===== src/fmc_params.svh =====
// Offsets, field positions, reset values and timing counts of the feature control block
`ifndef FMC_PARAMS_SVH
`define FMC_PARAMS_SVH

// ----------------------------------------
// Register byte offsets
// ----------------------------------------
`define FMC_ADDR_W        8
`define FMC_OFS_CTRL      8'h00
`define FMC_OFS_TARGET    8'h04
`define FMC_OFS_STATUS    8'h08

// ----------------------------------------
// Field positions, bit 0 is the MSB
// ----------------------------------------
`define FMC_LSB0(b)       (31 - (b))
`define FMC_BIT_PRESENT   0
`define FMC_BIT_PUSH      5
`define FMC_BIT_ON        6
`define FMC_BIT_AUTO      7
`define FMC_BIT_VAL_FIRST 20
`define FMC_VALUE_W       12

// ----------------------------------------
// Reset values and adjustment constants
// ----------------------------------------
`define FMC_VALUE_RST     12'h800
`define FMC_TARGET_RST    12'h800
`define FMC_VALUE_MAX     12'hFFF
`define FMC_STEP          12'h001
`define FMC_TOL           12'h010
`define FMC_ITER_MAX      12'hFFF
`define FMC_MODES_RST     4'hF

// ----------------------------------------
// Timing
// ----------------------------------------
`define FMC_CLK_PERIOD_NS 5
`define FMC_ADJ_PERIOD_NS 1000
`define FMC_ADJ_CYCLES    (`FMC_ADJ_PERIOD_NS / `FMC_CLK_PERIOD_NS)
`define FMC_CNT_W         8

`endif


===== src/fmc_pkg.sv =====
// Types shared by the feature control block
`include "fmc_params.svh"

package fmc_pkg;

    // ----------------------------------------
    // Feature states
    // ----------------------------------------
    typedef enum logic [1:0] {
        FMC_OFF     = 2'b00,
        FMC_AUTO    = 2'b01,
        FMC_MANUAL  = 2'b10,
        FMC_ONESHOT = 2'b11
    } fmc_state_t;

    // ----------------------------------------
    // Feature drive toward the controlled unit
    // ----------------------------------------
    typedef struct packed {
        logic                      enabled;
        logic                      adjusting;
        logic [`FMC_VALUE_W-1:0]   level;
    } fmc_feat_t;

endpackage


===== src/fmc_adjust.sv =====
// Stepwise automatic adjustment engine for one feature value
`timescale 1ns/1ps
`default_nettype none
`include "fmc_params.svh"

module fmc_adjust (
    // Clock and reset
    input  wire logic                    core_clk,
    input  wire logic                    rst,
    // Control
    input  wire logic                    run,
    input  wire logic [`FMC_VALUE_W-1:0] curVal,
    input  wire logic [`FMC_VALUE_W-1:0] measLevel,
    input  wire logic [`FMC_VALUE_W-1:0] target,
    // Result
    output logic                         stepOut,
    output logic [`FMC_VALUE_W-1:0]      nextVal,
    output logic                         inBand
);

    // ----------------------------------------
    // State
    // ----------------------------------------
    typedef struct packed {
        logic [`FMC_CNT_W-1:0]   cnt;
        logic                    step;
        logic [`FMC_VALUE_W-1:0] val;
        logic                    band;
    } fmc_adj_t;

    fmc_adj_t st_q;
    fmc_adj_t st_d;

    // Guarded bounds, so the band never wraps at the ends
    logic [`FMC_VALUE_W-1:0] lowBound;
    logic [`FMC_VALUE_W-1:0] highBound;

    assign lowBound  = (target > `FMC_TOL) ? target - `FMC_TOL : '0;
    assign highBound = (target < `FMC_VALUE_MAX - `FMC_TOL) ? target + `FMC_TOL : `FMC_VALUE_MAX;

    // ----------------------------------------
    // Next state
    // ----------------------------------------
    always_comb begin
        st_d      = st_q;
        st_d.step = 1'b0;
        if (!run) begin
            st_d.cnt = '0;
        end else if (st_q.cnt == `FMC_CNT_W'(`FMC_ADJ_CYCLES - 1)) begin
            // One step per period keeps the loop slow and stable
            st_d.cnt  = '0;
            st_d.step = 1'b1;
            st_d.val  = curVal;
            st_d.band = 1'b1;
            if (measLevel < lowBound) begin
                st_d.band = 1'b0;
                if (curVal != `FMC_VALUE_MAX) begin
                    st_d.val = curVal + `FMC_STEP;
                end
            end else if (measLevel > highBound) begin
                st_d.band = 1'b0;
                if (curVal != '0) begin
                    st_d.val = curVal - `FMC_STEP;
                end
            end
        end else begin
            st_d.cnt = st_q.cnt + `FMC_CNT_W'(1);
        end
    end

    always_ff @(posedge core_clk or posedge rst) begin
        if (rst) begin
            st_q <= '0;
        end else begin
            st_q <= st_d;
        end
    end

    assign stepOut = st_q.step;
    assign nextVal = st_q.val;
    assign inBand  = st_q.band;

endmodule

`default_nettype wire


===== src/fmc_csr.sv =====
// Feature mode control register bank on an AHB-Lite slave
//
// Function
// - Registers are 32 bits wide; bit 0 names the most significant bit.
// - Three mode bits, enable, single shot and auto select, pick one of four states.
// - Enable at zero holds the feature off with a fixed, unadjustable value.
// - Enable and auto select at one give continuous automatic adjustment.
// - Enable one, auto zero, single shot zero: manual, host value applied.
// - Single shot adjusts once, clears itself, returns to manual with adjusted value; the code steps each period until in band or the iteration limit.
// - Value field is valid for control only when the presence flag reads one.
// - Host writes the value only in manual state; elsewhere it is read only.
// - With presence set, reads return the live setting, automatic ones included.
// - A feature may support only some of the four states.
//
// Register access over AHB-Lite and the register addresses were decided locally.
`timescale 1ns/1ps
`default_nettype none
`include "fmc_params.svh"

module fmc_csr #(
    parameter bit       FEATURE_PRESENT = 1'b1,
    parameter bit [3:0] SUPPORTED_MODES = `FMC_MODES_RST
) (
    // Clock and reset
    input  wire logic                    core_clk,
    input  wire logic                    rst,
    // AHB-Lite slave
    input  wire logic                    hsel,
    input  wire logic [31:0]             haddr,
    input  wire logic [1:0]              htrans,
    input  wire logic                    hwrite,
    input  wire logic [2:0]              hsize,
    input  wire logic [31:0]             hwdata,
    input  wire logic                    hready,
    output logic                         hreadyout,
    output logic                         hresp,
    output logic [31:0]                  hrdata,
    // Feature side
    input  wire logic [`FMC_VALUE_W-1:0] measLevel,
    output fmc_pkg::fmc_feat_t           featOut,
    output fmc_pkg::fmc_state_t          featState
);

    // ----------------------------------------
    // State
    // ----------------------------------------
    typedef struct packed {
        logic                     on;
        logic                     autoSel;
        logic                     push;
        logic [`FMC_VALUE_W-1:0]  val;
        logic [`FMC_VALUE_W-1:0]  tgt;
        logic [`FMC_VALUE_W-1:0]  iter;
        logic                     settled;
        logic [`FMC_ADDR_W-1:0]   addr;
        logic                     wrPend;
        logic                     rdPend;
        logic                     ready;
        logic [31:0]              rdata;
        logic                     resp;
        fmc_pkg::fmc_state_t      state;
        fmc_pkg::fmc_feat_t       feat;
    } fmc_csr_t;

    fmc_csr_t st_q;
    fmc_csr_t st_d;

    logic                    adjRun;
    logic                    adjStep;
    logic [`FMC_VALUE_W-1:0] adjVal;
    logic                    adjBand;
    logic                    addrTaken;

    // ----------------------------------------
    // Mode decode
    // ----------------------------------------
    function automatic fmc_pkg::fmc_state_t modeOf(input logic on, input logic autoSel,
                                                   input logic push);
        fmc_pkg::fmc_state_t s;
        unique casez ({on, autoSel, push})
            3'b0??: begin
                s = fmc_pkg::FMC_OFF;
            end
            3'b11?: begin
                s = fmc_pkg::FMC_AUTO;
            end
            3'b101: begin
                s = fmc_pkg::FMC_ONESHOT;
            end
            3'b100: begin
                s = fmc_pkg::FMC_MANUAL;
            end
        endcase
        return s;
    endfunction

    // ----------------------------------------
    // Control word image
    // ----------------------------------------
    function automatic logic [31:0] ctrlWord(input fmc_csr_t s);
        logic [31:0] w;
        w = 32'h0000_0000;
        // Bit numbering counts from the MSB downward
        w[`FMC_LSB0(`FMC_BIT_PRESENT)] = FEATURE_PRESENT;
        w[`FMC_LSB0(`FMC_BIT_PUSH)]    = s.push;
        w[`FMC_LSB0(`FMC_BIT_ON)]      = s.on;
        w[`FMC_LSB0(`FMC_BIT_AUTO)]    = s.autoSel;
        if (FEATURE_PRESENT) begin
            w[`FMC_LSB0(`FMC_BIT_VAL_FIRST):0] = s.val;
        end
        return w;
    endfunction

    // ----------------------------------------
    // Status word image
    // ----------------------------------------
    // Engine activity is shown so software can see a pending adjustment
    function automatic logic [31:0] statusWord(input fmc_csr_t s, input logic run);
        logic [31:0] w;
        w      = 32'h0000_0000;
        w[3]   = s.settled;
        w[2]   = run;
        w[1:0] = s.state;
        return w;
    endfunction

    // ----------------------------------------
    // Read data image
    // ----------------------------------------
    // Unmapped offsets read zero instead of raising an error
    function automatic logic [31:0] readWord(input fmc_csr_t s, input logic run);
        logic [31:0] w;
        unique case (s.addr)
            `FMC_OFS_CTRL: begin
                w = ctrlWord(s);
            end
            `FMC_OFS_TARGET: begin
                w = {20'h00000, s.tgt};
            end
            `FMC_OFS_STATUS: begin
                w = statusWord(s, run);
            end
            default: begin
                w = 32'h0000_0000;
            end
        endcase
        return w;
    endfunction

    // ----------------------------------------
    // Mode bits of a written control word
    // ----------------------------------------
    // All other bits of the word are ignored
    function automatic logic [2:0] ctrlBits(input logic [31:0] d);
        logic [2:0] b;
        b[2] = d[`FMC_LSB0(`FMC_BIT_ON)];
        b[1] = d[`FMC_LSB0(`FMC_BIT_AUTO)];
        b[0] = d[`FMC_LSB0(`FMC_BIT_PUSH)];
        return b;
    endfunction

    // ----------------------------------------
    // Value field write permission
    // ----------------------------------------
    // Both the current and the written mode must be manual
    function automatic logic valueOpen(input fmc_pkg::fmc_state_t cur,
                                       input fmc_pkg::fmc_state_t nxt);
        return FEATURE_PRESENT && cur == fmc_pkg::FMC_MANUAL &&
               nxt == fmc_pkg::FMC_MANUAL;
    endfunction

    // ----------------------------------------
    // Adjustment engine
    // ----------------------------------------
    assign adjRun = FEATURE_PRESENT && (st_q.state == fmc_pkg::FMC_AUTO ||
                                        st_q.state == fmc_pkg::FMC_ONESHOT);

    fmc_adjust u_adjust (
        .core_clk  (core_clk),
        .rst       (rst),
        .run       (adjRun),
        .curVal    (st_q.val),
        .measLevel (measLevel),
        .target    (st_q.tgt),
        .stepOut   (adjStep),
        .nextVal   (adjVal),
        .inBand    (adjBand)
    );

    assign addrTaken = hsel && hready && htrans[1];

    // ----------------------------------------
    // Next state
    // ----------------------------------------
    always_comb begin
        fmc_pkg::fmc_state_t newMode;
        logic                wOn;
        logic                wAuto;
        logic                wPush;
        newMode = fmc_pkg::FMC_OFF;
        wOn     = 1'b0;
        wAuto   = 1'b0;
        wPush   = 1'b0;
        st_d    = st_q;
        // Errors are never signalled, every access completes OKAY
        st_d.resp = 1'b0;

        // Hardware side of the adjustment first, so a host write below wins
        if (adjRun && adjStep) begin
            st_d.val     = adjVal;
            st_d.settled = adjBand;
            if (st_q.state == fmc_pkg::FMC_ONESHOT) begin
                st_d.iter = st_q.iter + `FMC_VALUE_W'(1);
                // Give up after the limit so a stuck loop cannot pin the bit
                if (adjBand || st_q.iter == `FMC_ITER_MAX) begin
                    st_d.push = 1'b0;
                    st_d.iter = '0;
                end
            end
        end

        // Write data phase
        if (st_q.wrPend) begin
            if (st_q.addr == `FMC_OFS_CTRL) begin
                {wOn, wAuto, wPush} = ctrlBits(hwdata);
                newMode = modeOf(wOn, wAuto, wPush);
                // Unsupported combinations leave the mode untouched
                if (SUPPORTED_MODES[newMode]) begin
                    st_d.on      = wOn;
                    st_d.autoSel = wAuto;
                    st_d.push    = wPush;
                    st_d.iter    = '0;
                    if (newMode != fmc_pkg::FMC_ONESHOT) begin
                        st_d.push = 1'b0;
                    end
                end
                if (valueOpen(st_q.state, newMode)) begin
                    st_d.val = hwdata[`FMC_LSB0(`FMC_BIT_VAL_FIRST):0];
                end
            end else if (st_q.addr == `FMC_OFS_TARGET) begin
                st_d.tgt = hwdata[`FMC_VALUE_W-1:0];
            end
            st_d.wrPend = 1'b0;
        end

        // Read data phase: one wait cycle so a preceding write is visible
        if (st_q.rdPend) begin
            st_d.rdata = readWord(st_q, adjRun);
            st_d.rdPend = 1'b0;
            st_d.ready  = 1'b1;
        end

        // Address phase
        if (addrTaken) begin
            st_d.addr   = haddr[`FMC_ADDR_W-1:0];
            st_d.wrPend = hwrite;
            st_d.rdPend = !hwrite;
            st_d.ready  = hwrite;
        end

        // State and drive follow the committed mode bits
        st_d.state = modeOf(st_d.on, st_d.autoSel, st_d.push);
        st_d.feat.enabled   = FEATURE_PRESENT && st_d.on;
        st_d.feat.adjusting = FEATURE_PRESENT && (st_d.state == fmc_pkg::FMC_AUTO ||
                                                  st_d.state == fmc_pkg::FMC_ONESHOT);
        // Off keeps the last value frozen; nothing above can change it then
        st_d.feat.level     = FEATURE_PRESENT ? st_d.val : '0;
    end

    // ----------------------------------------
    // Registers
    // ----------------------------------------
    always_ff @(posedge core_clk or posedge rst) begin
        if (rst) begin
            st_q.on       <= 1'b0;
            st_q.autoSel  <= 1'b0;
            st_q.push     <= 1'b0;
            st_q.val      <= `FMC_VALUE_RST;
            st_q.tgt      <= `FMC_TARGET_RST;
            st_q.iter     <= '0;
            st_q.settled  <= 1'b0;
            st_q.addr     <= '0;
            st_q.wrPend   <= 1'b0;
            st_q.rdPend   <= 1'b0;
            st_q.ready    <= 1'b1;
            st_q.rdata    <= 32'h0000_0000;
            st_q.resp     <= 1'b0;
            st_q.state    <= fmc_pkg::FMC_OFF;
            st_q.feat.enabled   <= 1'b0;
            st_q.feat.adjusting <= 1'b0;
            st_q.feat.level     <= FEATURE_PRESENT ? `FMC_VALUE_RST : `FMC_VALUE_W'(0);
        end else begin
            st_q <= st_d;
        end
    end

    // ----------------------------------------
    // Outputs
    // ----------------------------------------
    assign hreadyout = st_q.ready;
    assign hresp     = st_q.resp;
    assign hrdata    = st_q.rdata;
    assign featOut   = st_q.feat;
    assign featState = st_q.state;

endmodule

`default_nettype wire


===== config.mk =====
export PLATFORM = sky130hd
export DESIGN_NAME = fmc_csr
export DESIGN_NICKNAME = d
export VERILOG_FILES = /design/src/fmc_pkg.sv /design/src/fmc_adjust.sv /design/src/fmc_csr.sv
export VERILOG_INCLUDE_DIRS = /design/src /design/src/src
export SDC_FILE = /design/constraint.sdc
export NUM_CORES = 1
export LEC_CHECK = 0
export ABC_AREA = 1
export ABC_CLOCK_PERIOD_IN_PS = 6000
export CORE_MARGIN = 2
export CORE_UTILIZATION = 40
export CTS_CLUSTER_DIAMETER = 150
export DETAILED_ROUTE_END_ITERATION = 7
export DONT_BUFFER_PORTS = 1
export PLACE_DENSITY = 0.53
export SLEW_MARGIN = 20
export SYNTH_ARGS = -nofsm -noshare
export SYNTH_HDL_FRONTEND = slang
export SYNTH_SLANG_ARGS = --single-unit

===== constraint.sdc =====
create_clock -name core_clk -period 6 [get_ports core_clk]
set_input_delay 0.3 -clock core_clk [delete_from_list [all_inputs] [get_ports core_clk]]
set_output_delay 0.3 -clock core_clk [all_outputs]
set_load 0.01 [all_outputs]

# After elaboration in Yosys (flattened, before gate mapping)
# Cells that the tools add are included.
dict set report classes {
  n_reduce_logical 13
  n_mux 34
  magnitude_cmp 5
  n_addsub 6
  bitwise_logic 3
  eq_ne 18
}
# cell count
set ops {}
lappend ops {{12-bit two-way mux} 11}
lappend ops {{32-bit one-hot mux with 3 select lines} 1}
lappend ops {{13-bit two-way mux} 4}
lappend ops {{39-bit two-way mux} 1}
lappend ops {{33-bit two-way mux} 1}
lappend ops {{14-bit two-way mux} 2}
lappend ops {{12-bit by 1-bit adder with 12-bit output (second input constant)} 2}
lappend ops {{8-bit two-way mux} 2}
lappend ops {{2-bit one-hot mux with 4 select lines} 2}
lappend ops {{15-bit two-way mux} 1}
lappend ops {{12-bit by 5-bit adder with 12-bit output (second input constant)} 1}
lappend ops {{12-bit equality test (second input constant)} 1}
lappend ops {{2-bit equality test (second input constant)} 6}
lappend ops {{3-bit equality test (second input constant)} 4}
lappend ops {{12-bit greater-than comparator} 1}
lappend ops {{12-bit by 5-bit greater-than comparator with 1-bit output (second input constant)} 1}
lappend ops {{12-bit < comparator} 1}
lappend ops {{12-bit < comparator (second input constant)} 1}
lappend ops {{12-bit inequality test (second input constant)} 1}
lappend ops {{12-bit nonzero test} 1}
lappend ops {{12-bit by 1-bit subtractor with 12-bit output (second input constant)} 1}
lappend ops {{12-bit by 5-bit subtractor with 12-bit output (second input constant)} 1}
lappend ops {{8-bit by 1-bit adder with 8-bit output (second input constant)} 1}
lappend ops {{8-bit by 3-bit equality test with 1-bit output (second input constant)} 1}
lappend ops {{other kinds (17)} 30}
dict set report word_totals {
  out_inout_bits 50
  wordCells 97
  ff_bits 108
  inputBits 86
}

# Longest topological paths before layout
# Gate-level depths: netlist (run 1).
dict set report depth {
  word_depth 13
  depth_mapped 21
  mapped_depth_nobuf 20
}

# Cells and area by module
# A second synthesis (run 1) with hierarchy kept.
dict set report unflattened {
  cells_unflattened 898
  hier_area_um2 6837.8
}
# mod seq_area_each_um2 cells_per_inst area_per_inst_um2 instances
set by_module_without_submodules {}
lappend by_module_without_submodules {fmc_csr 1730.4 432 3776.1 1}
lappend by_module_without_submodules {fmc_adjust 550.5 466 3061.7 1}

# Least setup slack after synthesis (run 1)
# OpenSTA, ideal clock, no wires.
dict set report synth_timing {
  path_type {flip-flop to flip-flop}
  from {register st_q[77] (netlist name)}
  to {register u_adjust.st_q (netlist bit u_adjust.nextVal[1])}
  synth_period_minus_slack_ps 2844
  path_stages_with_launch 15
  setup_ps 117
  required_ps 5883
  t_arrival_ps 2727
  slack_ps 3156
  path_buffers 2
  path_cell_list {dfrtp_1 inv_1 ha_1 nor3b_2 o21ai_0 clkbuf_1 nand3_1 ha_1 a21oi_1 nor2_1 nor4_2 buf_2 nand3b_1 nand3_1 nand2_1}
}
dict set report synth_between {
  elab_chain_len 5
  elab_cells_between_ends 10
  cone_classes {2 x add/sub; 4 x order compare; 4 x mux}
}
# element line_no
set synth_rtl {}
lappend synth_rtl {{from (decl)} fmc_csr.sv:65} ;# fmc_csr_t st_q;
lappend synth_rtl {{from (signal assigned)} fmc_csr.sv:293} ;# st_q <= st_d;
lappend synth_rtl {{12-bit by 5-bit adder with 12-bit output (no line) or 12-bit < comparator (tied branches)} n/a}
lappend synth_rtl {{12-bit two-way mux (no line)} n/a}
lappend synth_rtl {{12-bit greater-than comparator} fmc_adjust.sv:60} ;# end else if (measLevel > highBound) begin
lappend synth_rtl {{13-bit two-way mux} fmc_adjust.sv:60}
lappend synth_rtl {{13-bit two-way mux *} fmc_adjust.sv:55} ;# if (measLevel < lowBound) begin
lappend synth_rtl {{to (signal assigned)} fmc_adjust.sv:75} ;# st_q <= st_d;
lappend synth_rtl {{to (decl)} fmc_adjust.sv:31} ;# fmc_adj_t st_q;
# Mark *: on every way between the ends. The rest lies on a longest branch, timed or not.
# A chain may end at the register's enable or synchronous reset.

# Final worst setup path (run 1)
dict set report layout_timing {
  from {register st_q[77] (netlist name)}
  to {register u_adjust.st_q (netlist bit u_adjust.nextVal[5])}
}
# Same word-level chain as after synthesis.

==> metrics.txt, run 1 <==
total CTS buffers 9; Final Core Density 42.01%; Routed Antenna Nets 0; worst-path cell chain inv_1, ha_1, nor3b_2, o21ai_1, nand3_1, ha_1, a21oi_1, nor2_1, nor4_2, nand2_2, nand2_1, nand2_1, nand2_1, nand2_1; synth warn 0; hold path depth 2; fill cell count 1,560; Placer Congestion 0.8622; count of distinct cell types in the synthesized netlist 47; CTS root buffer clkbuf_16; detailed-router iteration count before antenna repair 4; crit path max fanout 13; Die W 128.9 um; fraction of layout instances using a drive strength above 1 6.143%; Cell Area, Synth 6240 um2; leading post-synthesis cells by cell area dfrtp_1 (36%), nand2_1 (15%), ha_1 (6.4%), buf_4 (6.1%), o21ai_0 (5.9%); clock sinks 92; Initial Util 41.05%; CP Capture Type flop; cell repeated most along the worst path nand2_1; Die ar. 16,610 um2; RSZ-0062 raised after global routing false; Worst Setup Slack, final 2.330 ns; boundary pin count 136; 1st-iter DRT viols 546; post-synth top area share 35.69%; Setup Skew 0.009685 ns; later-pin clock latency in the skew report 0.36 ns; status finished clean; CTS tree yes; Post-synth EDFFs 0; DP Worst Slack 2.270 ns; Port Buffers 0; largest net degree at the start of global routing 58; DP HPWL 11.60 mm; Max Cap Viol 0; initial antenna violation count 0; Synth area leader dfrtp_1; Max-slew headroom 46.91%; drt via density 5.121; f_max 272.5 MHz; static leakage 3.307 nW; max-slew violations 0; most common cell in the synthesized netlist nand2_1; Reg clk slew, reported paths 0.07 ns; # diodes 0; CTS max path bufs 2; fin nets 927; final setup TNS 0 ns; Hold WS 0.04371 ns; DRC Markers 0; Hold Vio Cnt, Final 0; sequential fraction of the synthesis area 36.96%; CTS H-tree depth 3; CP Launch Type flop; vias in the first global route 4,740; most instantiated cells after synthesis nand2_1 (254), dfrtp_1 (89), inv_1 (82); hold crit path type primary input to flop; Core Area 15,200 um2; placed cells 984; P&R area growth vs syn 2.346%; Via Count 5,131; final wirelength 15.63 mm; post-DR wirelength/cell 15.60 um; Syn Inst Count 854; post-synthesis async set-or-reset flop share 100.0%; Crit path largest cell delay 0.66 ns; r2r worst-path depth 14; Worst Tran Pin Value 0.7911 ns; aggregate global routing overflow 0; fin crit period 3.670 ns; Setup Crit Path Kind flop to flop; CP Data Required Time 6.25 ns; syn avg cell area 7.306 um2; fin cells 1,002; Cell Pwr Density 238.7 nW/um2; final worst-path cycle share 61.17%; Die Span Y 128.9 um; Seq cells post-synth 92; post_cts resized 0; Main synth FF type dfrtp_1; first-pass GRT wire length 24.64 mm; Setup-failing EPs final 0; Site Rows 45; crit path DAT 3.92 ns; slowest stage cell, crit path o21ai_1; Global Route Usage Sum 19.13%; Max VDD drop 0.1436 mV
[worst paths after layout]
check | startpoint | endpoint | slack [ns]
max | st_q[77]$_DFFE_PP0P_ | u_adjust.nextVal[5]$_DFFE_PP0P_ | 2.33
min | hwrite | st_q[51]$_DFF_PP0_ | 0.04
max reg2reg | st_q[77]$_DFFE_PP0P_ | u_adjust.nextVal[5]$_DFFE_PP0P_ | 2.33
min reg2reg | u_adjust.st_q[14]$_DFF_PP0_ | u_adjust.st_q[14]$_DFF_PP0_ | 0.46
max in group asynchronous | rst | hrdata[8]$_DFFE_PP0P_ | 4.37
min in group asynchronous | rst | u_adjust.st_q[14]$_DFF_PP0_ | 0.47
[cell type report]
| cell class | instances | area, um2 | share of cell area, % |
|---|---|---|---|
| Inverter | 86 | 324.1 | 5.074 |
| Timing Repair Buffer | 6 | 50.05 | 0.7837 |
| Clock buffer | 11 | 242.7 | 3.801 |
| Tap cell | 188 | 235.2 | 3.683 |
| Clock inverter | 5 | 72.57 | 1.136 |
| Sequential cell | 92 | 2306 | 36.11 |
| Multi-Input combinational cell | 614 | 3156 | 49.41 |
[cells by family (layout without fill, tap and decap cells)]
group                      count (synthesis)  after routing  share of synthesized area, %
xor gates and xnor gates                  25             25                         3.509
AOI/OAI and AO/OA                        116            116                         9.906
adders and majority gates                 32             32                         6.417
other                                      1             17                       0.06010
buffers and inverters                    164            108                         13.43
and+or+nand+nor                          419            419                         28.82
muxes                                      5              5                        0.9023
DFF                                       92             92                         36.96
[through the flow]
stage                     power (W)  instance area [um2]
after CTS                  0.001535                 6386
after global placement    0.0009209                 6051
final                      0.001524                 6386
after floorplan           0.0008933                 6300
after global routing       0.001604                 6386
after detailed placement  0.0009323                 6051
[timing repair]
action	CTS	global route
setup buffers	0	0
setup endpoints to repair	0	0
endpoints found under the hold margin	34	0
hold buffers	2	0
[state kept, by name, summed over array words and instances (netlist names)]
name              cells
st_q                 37
u_adjust.stepOut      1
hrdata               16
u_adjust.st_q         8
u_adjust.nextVal     12
featOut              14
u_adjust.inBand       1
hreadyout             1
featState             2
[worst max-delay path, delay by kind of cell (launching register included)]
kind | cells | cell delay, ns
AOI/OAI and AO/OA | 2 | 0.81
adders and majority gates | 2 | 0.61
buffers and inverters | 1 | 0.17
DFF | 1 | 0.42
and+or+nand+nor | 9 | 1.56
[report_power, final]
group	internal (W)	switching [W]	total (W)	leakage (nW)
registers	0.000665	0.0000404	0.000705	1.08
clock network	0.000340	0.000262	0.000602	0.153
logic	0.0000769	0.000140	0.000217	2.07
total	0.00108	0.000442	0.00152	3.31
[per-layer routing]
metal	share of wire [%]	up-vias	global-route usage (%)
met5	0	-	0
met4	1.8	0	6.905
met3	5.1	19	2.994
met2	47	135	31.34
met1	46	2393	25.71
li1	-	2584	-
[cells in the final DEF, fill, tap and decap left out, types with 4 or more instances in the layout]
cell type | Yosys | layout
clkbuf_16 | 0 | 9
ha_1 | 32 | 32
nand3_1 | 46 | 46
nor3_1 | 11 | 11
nand2_1 | 254 | 254
nand4_1 | 11 | 11
xor2_1 | 23 | 23
inv_2 | 4 | 4
conb_1 | 1 | 17
buf_4 | 51 | 4
inv_1 | 82 | 81
dfrtp_1 | 89 | 89
a21oi_1 | 25 | 25
o22ai_1 | 7 | 7
o21ai_0 | 73 | 72
nor2_1 | 75 | 75
mux2_2 | 5 | 5
Note: power is estimated with default switching activity, not from simulation.
==> run 2: changes to the inputs <==
- ABC_AREA: 1 -> 0
- ABC_CLOCK_PERIOD_IN_PS: 6000 -> 3800
- clock period: 6 -> 3.8 ns (I/O delays scaled with it)
==> metrics.txt, run 2 <==
post-synth top area share 37.47%; DP Worst Slack 0.1411 ns; Post-Synth XOR/XNOR Area 4.715%; Reg clk slew, reported paths 0.07 ns; crit path max fanout 10; sequential fraction of the synthesis area 38.79%; Post-synth EDFFs 0; CTS max path bufs 2; DRC Markers 0; clock sinks 92; CP Launch Type flop; Core Area 14,530 um2; # diodes 0; final wirelength 14.83 mm; final worst-path cycle share 94.21%; largest net degree at the start of global routing 40; fin cells 816; post-DR wirelength/cell 18.17 um; Global Route Usage Sum 19.21%; Worst Setup Slack, final 0.2200 ns; met3 wire length 1.030 mm; WL met2 6.959 mm; static leakage 2.934 nW; Setup-failing EPs final 0; Hold Vio Cnt, Final 0; most common cell in the synthesized netlist dfrtp_1; Die ar. 15,850 um2; hold crit path type primary input to flop; aggregate global routing overflow 0; Initial Util 40.90%; Synth area leader dfrtp_1; P&R area growth vs syn 7.072%; CTS root buffer clkbuf_16; CTS H-tree depth 3; Compound-Gate Fraction of Synth Area 10.73%; leading post-synthesis cells by cell area dfrtp_1 (37%), ha_1 (6.7%), buf_4 (6.2%), mux2i_1 (4.7%), nor2_1 (4.0%); Setup Skew 0.005805 ns; status finished clean; fin nets 746; syn avg cell area 9.259 um2; post-synthesis async set-or-reset flop share 100.0%; Hold WS 0.01531 ns; Site Rows 44; CP Data Required Time 4.02 ns; Max VDD drop 0.2074 mV; detailed-router iteration count before antenna repair 5; M1 WL 6.636 mm; fraction of layout instances using a drive strength above 1 12.18%; Post-CTS Setup Inserts 0; CTS tree yes; later-pin clock latency in the skew report 0.34 ns; post-synthesis simple-gate area fraction 19.20%; Synth Area in Adders 6.735%; Syn Inst Count 642; Cell Pwr Density 351.4 nW/um2; total CTS buffers 9; fin crit period 3.580 ns; placed cells 779; f_max 279.3 MHz; Port Buffers 0; largest family of logic cells by synthesized area simple AND/OR/NAND/NOR gates; first-pass GRT wire length 24.30 mm; Top Layer Used met4; Routed Antenna Nets 0; Max Cap Viol 0; fill cell count 1,419; initial antenna violation count 0; synth warn 0; largest reg by FF count st_q; max-slew violations 0; Setup Crit Path Kind flop to flop; CP Capture Type flop; Largest register FFs 37; Worst Tran Pin Value 0.8635 ns; highest-count cells in the layout ignoring fill and taps dfrtp_1 (88), nor2_1 (63), nand2_1 (53); drt via density 5.430; DP HPWL 11.00 mm; Final Core Density 43.79%; Die W 125.9 um; mux contribution to synthesized area 8.756%; crit path DAT 3.80 ns; Via Count 4,431; Die Span Y 125.9 um; Seq cells post-synth 92; vias in the first global route 4,594; most instantiated cells after synthesis dfrtp_1 (89), nor2_1 (63), nand2_1 (53); most common cell after layout, fill and taps aside dfrtp_1; boundary pin count 136; Cell Area, Synth 5944 um2; Main synth FF type dfrtp_1; 1st-iter DRT viols 311; count of distinct cell types in the synthesized netlist 64; Max-slew headroom 42.44%; Placer Congestion 0.8909
[run 2: cell types whose count changed after synthesis, sizes merged, moves of 8 or more]
cell and delta:
nand2 -202, inv -55, o21ai -53, mux2i +28, mux2 +16, nor2 -16, nand3 -13, xnor2 +13
and3 +10, buf -8, clkbuf +8
[run 2: cell families after synthesis]
family	Yosys count
XOR/XNOR	32
AO/OA/AOI/OAI	98
adder cells (fa/ha/maj)	32
buffers and inverters	110
multiplexers	49
flip-flops	92
AND/OR/NAND/NOR	228
other	1
[run 2: stage by stage]
step                      power [W]   TNS, ns  area, um2
after floorplan            0.001281         0       6005
after global placement     0.001317         0       5818
after detailed placement   0.001323         0       5818
after CTS                  0.002261         0       6337
after global routing       0.002347  -0.09395       6365
final                      0.002237         0       6365
[run 2: layer usage]
layer  GRT usage [%]  up-vias
met2           30.74      103
met4           5.753        0
met3           4.885       10
li1                -     2161
met5               0        -
met1           25.78     2157
[run 2: layout make-up]
type | instances | area, um2 | share of cell area (%)
repair buffers | 38 | 340.3 | 5.347
clock buffers | 10 | 239.0 | 3.755
flip-flops and latches | 92 | 2307 | 36.25
multi-input cells | 456 | 3070 | 48.24
clock inverters | 5 | 60.06 | 0.9436
inverters | 31 | 117.6 | 1.848
well taps | 184 | 230.2 | 3.617
[run 2: final timing paths]
kind / start / end / slack (ns) / depth (start not counted)
worst min register to register: u_adjust.st_q[14]$_DFF_PP0_ / u_adjust.st_q[14]$_DFF_PP0_ / 0.46 / 1
max in group asynchronous: rst / featOut[11]$_DFF_PP1_ / 2.52 / 3
worst max-delay path: st_q[77]$_DFFE_PP0P_ / u_adjust.nextVal[10]$_DFFE_PP0P_ / 0.22 / 14
worst min-delay path: hwdata[5] / featOut[5]$_DFF_PP0_ / 0.02 / 2
worst max register to register: st_q[77]$_DFFE_PP0P_ / u_adjust.nextVal[10]$_DFFE_PP0P_ / 0.22 / 14
min in group asynchronous: rst / u_adjust.st_q[19]$_DFF_PP0_ / 0.38 / 2
[run 2: critical path, stage by stage, from the launching register on]
cell and delay (ns):
dfrtp_1 0.50, ha_2 0.30, a31oi_1 0.07, nor3b_1 0.25, buf_4 0.22, nor2_1 0.07
ha_1 0.31, nand4_1 0.23, a311oi_2 0.33, a2111oi_2 0.11, buf_4 0.18, or2_2 0.34
nor3_1 0.24, mux2i_1 0.21, a21oi_1 0.09
[run 2: timing repair]
action,CTS,global route
setup endpoints to repair,0,8
resized for setup,0,8
hold buffers,22,0
endpoints found under the hold margin,62,0
[run 2: report_power, final]
group	internal (W)	switching (W)	total [W]
registers	0.00102	0.0000556	0.00107
clock network	0.000527	0.000381	0.000908
logic	0.000119	0.000139	0.000258
total	0.00166	0.000576	0.00224
